$ cat config.mk
export PLATFORM = sky130hd
export DESIGN_NAME = arec_ctrl
export DESIGN_NICKNAME = d
export VERILOG_FILES = /design/src/hdl/arec_pkg.sv /design/src/hdl/arec_rate_div.sv /design/src/hdl/arec_ctrl.sv
export SDC_FILE = /design/constraint.sdc
export NUM_CORES = 1
export LEC_CHECK = 0
export ABC_AREA = 1
export BUFFER_PORTS_ARGS = -buffer_cell sky130_fd_sc_hd__buf_2
export CORE_ASPECT_RATIO = 0.75
export CORE_MARGIN = 3
export CORE_UTILIZATION = 35
export CTS_CLUSTER_DIAMETER = 40
export CTS_CLUSTER_SIZE = 14
export DETAILED_ROUTE_END_ITERATION = 16
export PLACE_DENSITY = 0.6
export SKIP_LAST_GASP = 1
export SYNTH_ARGS = -nofsm -noshare
export SYNTH_HDL_FRONTEND = slang
export SYNTH_HIERARCHICAL = 1
export SYNTH_SLANG_ARGS = --single-unit
$ cat constraint.sdc
create_clock -name CLOCK -period 2.2 [get_ports CLOCK]
set_input_delay 0.44 -clock CLOCK [delete_from_list [all_inputs] [get_ports CLOCK]]
set_output_delay 0.44 -clock CLOCK [all_outputs]
set_load 0.02 [all_outputs]
$ cat src/hdl/arec_pkg.sv
// Shared constants and types for the converter rate and excitation control block.
// Assumes an 8-bit special-function-register bus on the single system clock.
package arec_pkg;

  // Register addresses in the special-function-register space
  localparam logic [7:0] ICON_ADDR    = 8'hD5;
  localparam logic [7:0] SF_ADDR      = 8'hD4;

  // Reset values
  localparam logic [7:0] SF_RESET     = 8'h45;
  localparam logic [7:0] ICON_RESET   = 8'h00;

  // Decimation limits; the calibration value is the maximum
  localparam logic [7:0] SF_MIN       = 8'h0D;
  localparam logic [7:0] SF_CAL       = 8'hFF;

  // Update rate is the modulator clock over (3 x 8 x decimation)
  localparam int         MOD_CLK_HZ   = 32768;
  localparam logic [4:0] DECIM_MULT   = 5'h18;
  localparam int         CNT_W        = 13;

  // Conversion periods before the first valid result (chopped inputs)
  localparam logic [1:0] SETTLE_PERIODS = 2'h2;

  // Field positions of the current-source control register
  localparam int ICON_RSVD_BIT   = 7;
  localparam int ICON_BURNOUT    = 6;
  localparam int ICON_AUX_CORR   = 5;
  localparam int ICON_PRI_CORR   = 4;
  localparam int ICON_SRC2_PIN   = 3;
  localparam int ICON_SRC1_PIN   = 2;
  localparam int ICON_SRC2_EN    = 1;
  localparam int ICON_SRC1_EN    = 0;

  // Stored current-source fields, bit 6 down to bit 0
  typedef struct packed {
    logic burnout_enable;
    logic aux_current_correction;
    logic primary_current_correction;
    logic source_two_pin_select;
    logic source_one_pin_select;
    logic source_two_enable;
    logic source_one_enable;
  } arec_icon_t;

  // One register-bus request
  typedef struct packed {
    logic [7:0] addr;
    logic       wr;
    logic       rd;
    logic [7:0] wdata;
  } arec_sfr_req_t;

  // Settling progress after a conversion starts
  typedef enum logic [1:0] {
    ST_IDLE    = 2'b00,
    ST_SETTLE1 = 2'b01,
    ST_SETTLE2 = 2'b10,
    ST_RUN     = 2'b11
  } arec_settle_t;

endpackage : arec_pkg

$ cat src/hdl/arec_rate_div.sv
// Conversion period generator: counts modulator ticks up to 24 x decimation.
// Assumes the modulator tick is a one-cycle pulse on the system clock.
`timescale 1ns/10ps
module arec_rate_div (
  input  wire logic       clk,
  input  wire logic       rst_n,
  input  wire logic       run,
  input  wire logic       mod_tick,
  input  wire logic [7:0] decim,
  output logic            period_tick
);

  logic [arec_pkg::CNT_W-1:0] count_reg;
  logic [arec_pkg::CNT_W-1:0] last_cnt;

  // Period length in modulator ticks, less one
  function automatic logic [arec_pkg::CNT_W-1:0] period_last(input logic [7:0] d);
    logic [arec_pkg::CNT_W-1:0] p;
    p = arec_pkg::CNT_W'(d) * arec_pkg::CNT_W'(arec_pkg::DECIM_MULT);
    return p - arec_pkg::CNT_W'(1);
  endfunction : period_last

  assign last_cnt = period_last(decim);

  // Count ticks; restart from zero whenever no conversion runs
  always_ff @(posedge clk or negedge rst_n) begin
    if (!rst_n) begin
      count_reg <= '0;
    end else if (!run) begin
      count_reg <= '0;
    end else if (mod_tick) begin
      // >= guards against a shorter period chosen in mid-count
      if (count_reg >= last_cnt) count_reg <= '0;
      else count_reg <= count_reg + arec_pkg::CNT_W'(1);
    end
  end

  // One pulse at the end of each conversion period
  always_ff @(posedge clk or negedge rst_n) begin
    if (!rst_n) period_tick <= 1'b0;
    else period_tick <= run && mod_tick && (count_reg >= last_cnt);
  end

endmodule : arec_rate_div

$ cat src/hdl/arec_ctrl.sv
// Decimation-ratio and current-source control registers for two converters.
// Assumes converter status and modulator tick come from logic on CLOCK.
// What this block does
// - Update rate is modulator clock over twenty-four times decimation value.
// - Decimation register writes are blocked while either converter is active.
// - One decimation setting paces primary and auxiliary results alike.
// - Reset loads decimation register with 45H.
// - First valid result comes only after two conversion periods from idle; a converter joining a run does not wait.
// - Calibration always runs with decimation FFH.
// - After calibration the programmed decimation is visible and used again.
// - Reset clears current-source register to 00H.
// - Bit 6 switches both burnout currents on or off.
// - Bit 5 enables auxiliary result current correction.
// - Bit 4 enables primary result current correction.
// - Bit 3 set routes source two to first pin, clear to second.
// - Bit 2 set routes source one to second pin, clear to first.
// - Bit 1 turns source two on or off.
// - Bit 0 turns source one on or off.
// - Both sources may share one pin for combined current.
`timescale 1ns/10ps
module arec_ctrl (
  input  wire logic       CLOCK,
  input  wire logic       RSTN,
  input  wire logic [7:0] SFR_ADDR,
  input  wire logic       SFR_WR,
  input  wire logic       SFR_RD,
  input  wire logic [7:0] SFR_WDATA,
  input  wire logic       PRIMARY_ACTIVE,
  input  wire logic       AUX_ACTIVE,
  input  wire logic       CAL_ACTIVE,
  input  wire logic       MOD_TICK,
  output logic      [7:0] SFR_RDATA,
  output logic      [7:0] DECIM_RATIO,
  output logic            PRI_RESULT_STROBE,
  output logic            AUX_RESULT_STROBE,
  output logic            BURNOUT_EN,
  output logic            PRI_CORR_EN,
  output logic            AUX_CORR_EN,
  output logic            FIRST_PIN_SRC1,
  output logic            FIRST_PIN_SRC2,
  output logic            SECOND_PIN_SRC1,
  output logic            SECOND_PIN_SRC2
);

  logic                  rst_meta_reg;
  logic                  rst_n;
  arec_pkg::arec_sfr_req_t req;
  logic [7:0]            sf_reg;
  arec_pkg::arec_icon_t  icon_reg;
  logic [7:0]            decim_eff;
  logic                  conv_busy;
  logic                  run;
  logic                  period_tick;
  arec_pkg::arec_settle_t settle_reg;
  arec_pkg::arec_settle_t settle_next;
  logic                  result_ok;

  // Source reaches a pin when enabled and routed there
  function automatic logic drives_pin(input logic en, input logic routed);
    return en & routed;
  endfunction : drives_pin

  // Reset release passes two flops so all flops leave reset on one edge
  always_ff @(posedge CLOCK or negedge RSTN) begin
    if (!RSTN) begin
      rst_meta_reg <= 1'b0;
      rst_n        <= 1'b0;
    end else begin
      rst_meta_reg <= 1'b1;
      rst_n        <= rst_meta_reg;
    end
  end

  // Bundle the bus request
  assign req = '{addr: SFR_ADDR, wr: SFR_WR, rd: SFR_RD, wdata: SFR_WDATA};

  // Converter status is same-clock logic, so no synchroniser here
  assign conv_busy = PRIMARY_ACTIVE | AUX_ACTIVE | CAL_ACTIVE;
  assign run       = conv_busy;

  // Calibration overrides the programmed ratio without touching it
  assign decim_eff = CAL_ACTIVE ? arec_pkg::SF_CAL : sf_reg;

  // Decimation register; the store is kept while a converter runs
  always_ff @(posedge CLOCK or negedge rst_n) begin
    if (!rst_n) begin
      sf_reg <= arec_pkg::SF_RESET;
    end else if (req.wr && req.addr == arec_pkg::SF_ADDR && !conv_busy) begin
      // Values below 0DH are software's fault and are stored as written
      sf_reg <= req.wdata;
    end
  end

  // Current-source register; whole-byte writes only, bit 7 not stored
  always_ff @(posedge CLOCK or negedge rst_n) begin
    if (!rst_n) begin
      icon_reg <= arec_pkg::arec_icon_t'(arec_pkg::ICON_RESET[6:0]);
    end else if (req.wr && req.addr == arec_pkg::ICON_ADDR) begin
      icon_reg <= arec_pkg::arec_icon_t'(req.wdata[6:0]);
    end
  end

  // Read data register; unmapped addresses answer zero
  always_ff @(posedge CLOCK or negedge rst_n) begin
    if (!rst_n) begin
      SFR_RDATA <= 8'h00;
    end else if (req.rd) begin
      unique case (req.addr)
        arec_pkg::SF_ADDR:   SFR_RDATA <= decim_eff;
        arec_pkg::ICON_ADDR: SFR_RDATA <= {1'b0, icon_reg};
        default:             SFR_RDATA <= 8'h00;
      endcase
    end
  end

  // One period generator serves both converters
  arec_rate_div u_rate_div (
    .clk         (CLOCK),
    .rst_n       (rst_n),
    .run         (run),
    .mod_tick    (MOD_TICK),
    .decim       (decim_eff),
    .period_tick (period_tick)
  );

  // Settling walk: chopping needs two periods before the first result
  always_comb begin
    settle_next = settle_reg;
    unique case (settle_reg)
      arec_pkg::ST_IDLE:    if (run) settle_next = arec_pkg::ST_SETTLE1;
      arec_pkg::ST_SETTLE1: if (period_tick) settle_next = arec_pkg::ST_SETTLE2;
      arec_pkg::ST_SETTLE2: if (period_tick) settle_next = arec_pkg::ST_RUN;
      arec_pkg::ST_RUN:     settle_next = arec_pkg::ST_RUN;
    endcase
    if (!run) settle_next = arec_pkg::ST_IDLE;
  end

  always_ff @(posedge CLOCK or negedge rst_n) begin
    if (!rst_n) settle_reg <= arec_pkg::ST_IDLE;
    else settle_reg <= settle_next;
  end

  // A period end is a result only at the end of the second period or later
  assign result_ok = period_tick && !CAL_ACTIVE &&
                     (settle_reg == arec_pkg::ST_SETTLE2 || settle_reg == arec_pkg::ST_RUN);

  // Both result strobes come from the same tick, so rates match
  always_ff @(posedge CLOCK or negedge rst_n) begin
    if (!rst_n) begin
      PRI_RESULT_STROBE <= 1'b0;
      AUX_RESULT_STROBE <= 1'b0;
    end else begin
      PRI_RESULT_STROBE <= result_ok && PRIMARY_ACTIVE;
      AUX_RESULT_STROBE <= result_ok && AUX_ACTIVE;
    end
  end

  // Ratio in use, for the filter
  always_ff @(posedge CLOCK or negedge rst_n) begin
    if (!rst_n) DECIM_RATIO <= arec_pkg::SF_RESET;
    else DECIM_RATIO <= decim_eff;
  end

  // Burnout and correction controls
  always_ff @(posedge CLOCK or negedge rst_n) begin
    if (!rst_n) begin
      BURNOUT_EN  <= 1'b0;
      PRI_CORR_EN <= 1'b0;
      AUX_CORR_EN <= 1'b0;
    end else begin
      BURNOUT_EN  <= icon_reg.burnout_enable;
      AUX_CORR_EN <= icon_reg.aux_current_correction;
      PRI_CORR_EN <= icon_reg.primary_current_correction;
    end
  end

  // Excitation routing; sharing a pin is allowed, nothing blocks it
  always_ff @(posedge CLOCK or negedge rst_n) begin
    if (!rst_n) begin
      FIRST_PIN_SRC1  <= 1'b0;
      FIRST_PIN_SRC2  <= 1'b0;
      SECOND_PIN_SRC1 <= 1'b0;
      SECOND_PIN_SRC2 <= 1'b0;
    end else begin
      FIRST_PIN_SRC2  <= drives_pin(icon_reg.source_two_enable,
                                    icon_reg.source_two_pin_select);
      SECOND_PIN_SRC2 <= drives_pin(icon_reg.source_two_enable,
                                    !icon_reg.source_two_pin_select);
      SECOND_PIN_SRC1 <= drives_pin(icon_reg.source_one_enable,
                                    icon_reg.source_one_pin_select);
      FIRST_PIN_SRC1  <= drives_pin(icon_reg.source_one_enable,
                                    !icon_reg.source_one_pin_select);
    end
  end
endmodule : arec_ctrl

==> results of run 1 <==
-- cell usage after synthesis, drive strengths merged --
cell type  instances  area share, %
and2               1           0.25
nand3b             1           0.21
o21ai              4           0.56
xnor2              1           0.25
a21oi              8            1.2
nor3               6            1.5
dfrtp             52             37
nor4               1           0.18
ha                21            7.4
conb               1           0.11
buf                4            1.4
nand4              7            1.2
nand2            181             21
clkbuf             2           0.21
inv               46            4.9
fa                 1           0.56
nor3b              2           0.42
or2                9            1.7
nor2              39            6.2
clkinv             1           0.11
xor2              10            2.5
dfstp              6            4.4
a21o               1           0.21
a21boi             1           0.21
nand3             44            7.0
-- logic make-up after synthesis --
| logic type | share of synthesized area [%] |
|---|---|
| buffers and inverters | 6.60 |
| adder cells (fa/ha/maj) | 7.97 |
| other | 0.106 |
| XOR/XNOR | 2.72 |
| flip-flops | 41.1 |
| AO/OA/AOI/OAI | 2.22 |
| AND/OR/NAND/NOR | 39.3 |
-- timing repair --
item,4_1_cts,5_1_grt
pin swaps,1,5
setup buffers,0,1
gates resized for setup,2,4
endpoints found under the hold margin,2,0
hold buffers,1,0
setup endpoints to repair,14,14
-- worst min-delay path, delay by kind of cell --
family	cells	cell delay (ps)
buf+inv	1	90
simple gates	2	80
-- metrics by stage --
step	setup slack (ps)	cells	instance area, um2
5_1_grt	-1210	671	4490
2_1_floorplan	-963	450	3580
3_5_place_dp	-1250	653	4160
4_1_cts	-996	670	4470
3_3_place_gp	-1220	653	4160
6_report	-981	671	4490
-- power breakdown --
part	internal, mW	switching, mW	total (mW)
registers	1.12	0.0467	1.17
logic	0.224	0.331	0.555
clock network	0.902	0.469	1.37
-- how the worst max path moves through the flow --
stage	startpoint	endpoint	depth (start not counted)
3_5_place_dp	CAL_ACTIVE	u_rate_div/count_reg[9]	23
3_3_place_gp	CAL_ACTIVE	u_rate_div/count_reg[9]	20
2_1_floorplan	CAL_ACTIVE	u_rate_div/count_reg[2]	18
6_report	sf_reg[1]	u_rate_div/count_reg[9]	19
5_1_grt	sf_reg[1]	u_rate_div/count_reg[9]	19
4_1_cts	sf_reg[0]	u_rate_div/count_reg[9]	19
-- metal layers --
layer  GRT usage (%)  vias up  routed length (um)
met1            22.6     1383                4090
met5               0        -                   0
li1                -     1581                   -
met4            3.63        0                  99
met2            21.6       61                3370
met3            3.14       10                 311
-- area by class of cell --
cell class	count	area, um2
Clock buffer	11	243
Clock inverter	5	53.8
Fill cell	932	5280
Inverter	47	176
Multi-Input combinational cell	339	1900
Sequential cell	58	1460
Tap cell	132	165
Timing Repair Buffer	79	488
==> key figures, run 1 <==
Outcome
  • Outcome: finished, violations left
  • Failing checks: setup timing

Run
  • Max cap viols: 0

STA
  • Worst clock skew: 6.43 ps
  • Period utilization: 145%
  • Worst hold margin: 328 ps
  • Unrepaired setup endpoints after global routing: yes
  • TNS Setup: -13510 ps
  • Setup slack after layout: -981 ps
  • Achievable Freq: 314 MHz
  • Fin. Hold Viols: 0
  • Tmin final: 3180 ps
  • Slew Limit Headroom: 39.5%
  • Fin. max-slew vios: 0
  • Least-Margin Pin Slew: 903 ps
  • Setup violators final: 14

GRT
  • Total grt overflow: 0
  • Global-route wire length before repair: 13700 um
  • Tot GR Track Use: 14.9%
  • Initial antenna violation count: 0
  • Vias in the first global route: 2833
  • Pin count of the biggest net entering global routing: 57

Setup path
  • Data arrival time of the critical path: 3430 ps
  • Worst-case reg-to-reg path depth: 19
  • CP max FO: 14
  • Worst path bufs/invs: 2
  • Crit path required time: 2450 ps
  • Family with the most delay on the worst path: simple AND/OR/NAND/NOR gates
  • Critical Path Start Type: flop
  • R2R setup slack: -980 ps
  • Crit. End Element: flop
  • Crit path kind: reg -> reg
  • Max stage delay on crit path: 370 ps
  • Cell Chain, Critical Path: or2_4 -> buf_4 -> ha_1 -> nand2_1 -> nand2_1 -> nand3_1 -> nand2_4 -> nand3_2 -> nor2_4 -> xor2_1 -> ha_1 -> a21oi_1 -> nor2_1 -> nor3_1 -> nand3_1 -> nor2_2 -> buf_12 -> nand2_1 -> nand2_1
  • Crit path top cell by count: nand2_1
  • R2r endpoint: u_rate_div/count_reg[9]
  • RR Startpoint: sf_reg[1]
  • Slowest CP cell: dfrtp_1

Die
  • DIE WIDTH: 122 um
  • Die height: 93.2 um
  • Initial core utilization: 36.3%
  • FP Rows: 31
  • Num ports: 49
  • Core box area: 0.00977 mm2
  • Die area: 0.0114 mm2

Min path
  • Worst Hold Launch: SFR_WDATA[4]
  • Hold path endpoint: icon_reg[4]
  • Worst Hold Depth: 3
  • Worst Hold Class: in -> reg

Place
  • RePlAce Congestion: 0.861
  • Detail Placement HPWL: 6050 um
  • Input/output buffers: 48

Clock network
  • Reg clk slew, reported paths: 50 ps
  • CTS sink cnt: 58
  • TritonCTS Buffers: 9
  • CTS tree: done
  • Clock latency on the worst-skew pair: 320 ps
  • Clk buf depth: 2
  • Root buf cell: clkbuf_16
  • CTS H-tree depth: 3

Power and ir drop
  • Final Power: 3.10 mW
  • PwrDens: 689 mW/mm2
  • Leakage: 2.51 nW
  • VDD IR-drop max: 0.370 mV

Synth
  • Unique cell type count in the Yosys netlist: 41
  • Yosys Warn Count: 6
  • Synthesized flop and latch total: 58
  • Cell count after synthesis: 450
  • Post-Synthesis Net Count: 496
  • Sequential fraction of the synthesis area: 41.1%
  • Cell area after synthesis: 0.00355 mm2
  • Syn Area/Cell: 7.88 um2

Final layout
  • Final net count: 580
  • Antenna diodes: 0
  • Most frequent cells in the layout: nand2_1 (166), dfrtp_1 (51), buf_2 (48)
  • Final Core Density: 45.9%
  • Most common cell after layout, fill and taps aside: nand2_1
  • Max reg flops: 13
  • Area grow syn2layout: 26.6%
  • Share of layout cells above drive strength 1: 27.6%

Route
  • Drt first-iter violations: 167
  • Final WL: 7860 um
  • Via count: 3035
  • First drt pass iteration count: 4
  • WL per Instance: 11.7 um
  • # DRC: 0
  • Remaining antenna violation count: 0
  • Drt via density: 4.52
No activity file was read; power rests on OpenSTA's default activity.
==> run 2, diff against run 1 <==
--- a/config.mk
+++ b/config.mk
@@ -7,13 +7,15 @@
 export LEC_CHECK = 0
 export ABC_AREA = 1
 export BUFFER_PORTS_ARGS = -buffer_cell sky130_fd_sc_hd__buf_2
+export CELL_PAD_IN_SITES_DETAIL_PLACEMENT = 0
+export CELL_PAD_IN_SITES_GLOBAL_PLACEMENT = 2
 export CORE_ASPECT_RATIO = 0.75
 export CORE_MARGIN = 3
-export CORE_UTILIZATION = 35
+export CORE_UTILIZATION = 34
 export CTS_CLUSTER_DIAMETER = 40
 export CTS_CLUSTER_SIZE = 14
 export DETAILED_ROUTE_END_ITERATION = 16
-export PLACE_DENSITY = 0.6
+export PLACE_DENSITY = 0.87
 export SKIP_LAST_GASP = 1
 export SYNTH_ARGS = -nofsm -noshare
 export SYNTH_HDL_FRONTEND = slang
==> run 2 against run 1 <==
Against the previous run:
- critical path depth up 2
- wire length up 4.6%
- final area up 0.53%
- setup slack better by 44 ps
- clock skew up 4.2 ps
- global-route usage up 0.31 points
- non-clock buffer count unchanged
- the flow still finishes with violations (setup timing)
==> key figures, run 2 (same netlist as run 1, synthesis figures left out) <==
Final layout
  • Max reg flops: 13
  • Most frequent cells in the layout: nand2_1 (166), dfrtp_1 (51), buf_2 (48)
  • Antenna diodes: 0
  • Final net count: 580
  • Area grow syn2layout: 27.3%
  • Most common cell after layout, fill and taps aside: nand2_1
  • Share of layout cells above drive strength 1: 28.6%

STA
  • Unrepaired setup endpoints after global routing: yes
  • Worst hold margin: 329 ps
  • Worst clock skew: 10.6 ps
  • Setup violators final: 14
  • Fin. max-slew vios: 0
  • Achievable Freq: 319 MHz
  • Tmin final: 3140 ps
  • Period utilization: 143%
  • Setup slack after layout: -937 ps
  • Slew Limit Headroom: 42.7%
  • TNS Setup: -12930 ps
  • Least-Margin Pin Slew: 857 ps
  • Fin. Hold Viols: 0

Setup path
  • Crit path kind: reg -> reg
  • R2r endpoint: u_rate_div/count_reg[2]
  • RR Startpoint: sf_reg[1]
  • Crit path required time: 2410 ps
  • Critical Path Start Type: flop
  • CP max FO: 14
  • Crit path from: sf_reg[1]
  • Data arrival time of the critical path: 3350 ps
  • R2R setup slack: -940 ps
  • Critical Path Sink: u_rate_div/count_reg[2]
  • Worst-case reg-to-reg path depth: 21
  • Crit. End Element: flop

Power and ir drop
  • Net switching power: 0.861 mW
  • Reg power frac: 37.5%
  • Clock share of power: 44.6%
  • Fraction of power spent switching nets: 27.6%
  • PwrDens: 690 mW/mm2
  • Logic gate share of total power: 17.9%
  • Leakage: 2.51 nW
  • VDD IR-drop max: 0.296 mV
  • Int Pwr: 2.25 mW

GRT
  • Tot GR Track Use: 15.2%
  • Pin count of the biggest net entering global routing: 57
  • Vias in the first global route: 2908
  • Global-route wire length before repair: 14000 um
  • Total grt overflow: 0
  • Initial antenna violation count: 0

Outcome
  • Outcome: finished, violations left
  • Failing checks: setup timing

Route
  • WL per Instance: 12.3 um
  • First drt pass iteration count: 5
  • Via count: 3028
  • Remaining antenna violation count: 0
  • Final WL: 8220 um
  • Drt first-iter violations: 184
  • Drt via density: 4.51
  • # DRC: 0

Die
  • Die area: 0.0117 mm2
  • Die height: 94.5 um
  • Core box area: 0.00989 mm2
  • DIE WIDTH: 124 um
  • FP Rows: 31
  • Num ports: 49
  • Initial core utilization: 35.9%

Clock network
  • CTS H-tree depth: 3
  • CTS sink cnt: 58
  • CTS tree: done
  • TritonCTS Buffers: 9
  • Number of setup buffers added after CTS: 0
  • Reg clk slew, reported paths: 50 ps
  • Clk buf depth: 2
  • Clock latency on the worst-skew pair: 320 ps
  • Root buf cell: clkbuf_16

Min path
  • Worst Hold Class: in -> reg

Place
  • Detail Placement HPWL: 6270 um
  • RePlAce Congestion: 0.813
  • Input/output buffers: 48
  • Pre-CTS setup slack: -1240 ps

Run
  • Max cap viols: 0
[run 2: critical path, stage by stage, from the launching register on]
cell and delay, ps:
dfrtp_1 380, or2_4 250, buf_4 170, ha_1 280, nand2_1 50, nand2_1 200, nand3_1 160, nand2_4 110
nand3_2 100, nor2_4 120, nand2_1 60, nand2_1 50, nand2_1 80, ha_4 290, nand2_1 70, nor2_2 130
nand3_1 100, nand3_1 110, nor2_2 50, buf_12 140, nand2_1 50, nand2_1 50
[run 2: per-stage QoR]
step                      cell area (um2)  total power, mW  std cells  util, %
final                                4510             3.12        671     45.6
after global routing                 4510             3.30        671     45.6
after CTS                            4480             3.15        671     45.3
after detailed placement             4170             1.73        654     42.1
after global placement               4170             1.72        654     42.1
after floorplan                      3580             1.54        450        -
[run 2: final cells by class]
| cell class | count | area (um2) |
|---|---|---|
| clock buffer | 12 | 246 |
| clock inverter | 4 | 51.3 |
| fill | 982 | 5380 |
| inverter | 47 | 176 |
| multi-input combinational | 339 | 1930 |
| sequential | 58 | 1460 |
| tap | 132 | 165 |
| timing repair buffer | 79 | 488 |
[run 2: power by group through the flow]
| stage | clock, mW | combinational (mW) | sequential (mW) |
|---|---|---|---|
| 6_report | 1.39 | 0.558 | 1.17 |
| 5_1_grt | 1.48 | 0.645 | 1.17 |
| 4_1_cts | 1.43 | 0.551 | 1.17 |
| 3_5_place_dp | 0 | 0.544 | 1.18 |
| 3_3_place_gp | 0 | 0.534 | 1.19 |
| 2_1_floorplan | 0 | 0.339 | 1.20 |
[run 2: how the worst min path moves through the flow]
stage | from | endpoint | slack [ps] | cells after the start
4_1_cts | SFR_WDATA[6] | icon_reg[6] | 320 | 3
6_report | SFR_WDATA[6] | icon_reg[6] | 330 | 3
5_1_grt | SFR_WDATA[3] | icon_reg[3] | 340 | 3
3_5_place_dp | RSTN | rst_meta_reg | 230 | 1
3_3_place_gp | RSTN | rst_meta_reg | 220 | 1
2_1_floorplan | RSTN | rst_meta_reg | 140 | 0
[run 2: per-layer routing]
| metal | track usage, % | share of wire [%] |
|---|---|---|
| met4 | 5.20 | 1.3 |
| met3 | 3.11 | 5.2 |
| met5 | 0 | 0 |
| met1 | 23.4 | 54 |
| met2 | 20.9 | 39 |
[run 2: repair_timing]
item                                   in CTS  in global routing
gates cloned                                0                  0
resized for setup                           1                 11
pin swaps                                   2                  4
hold buffers                                1                  0
endpoints found under the hold margin       2                  0
setup endpoints to repair                  14                 14
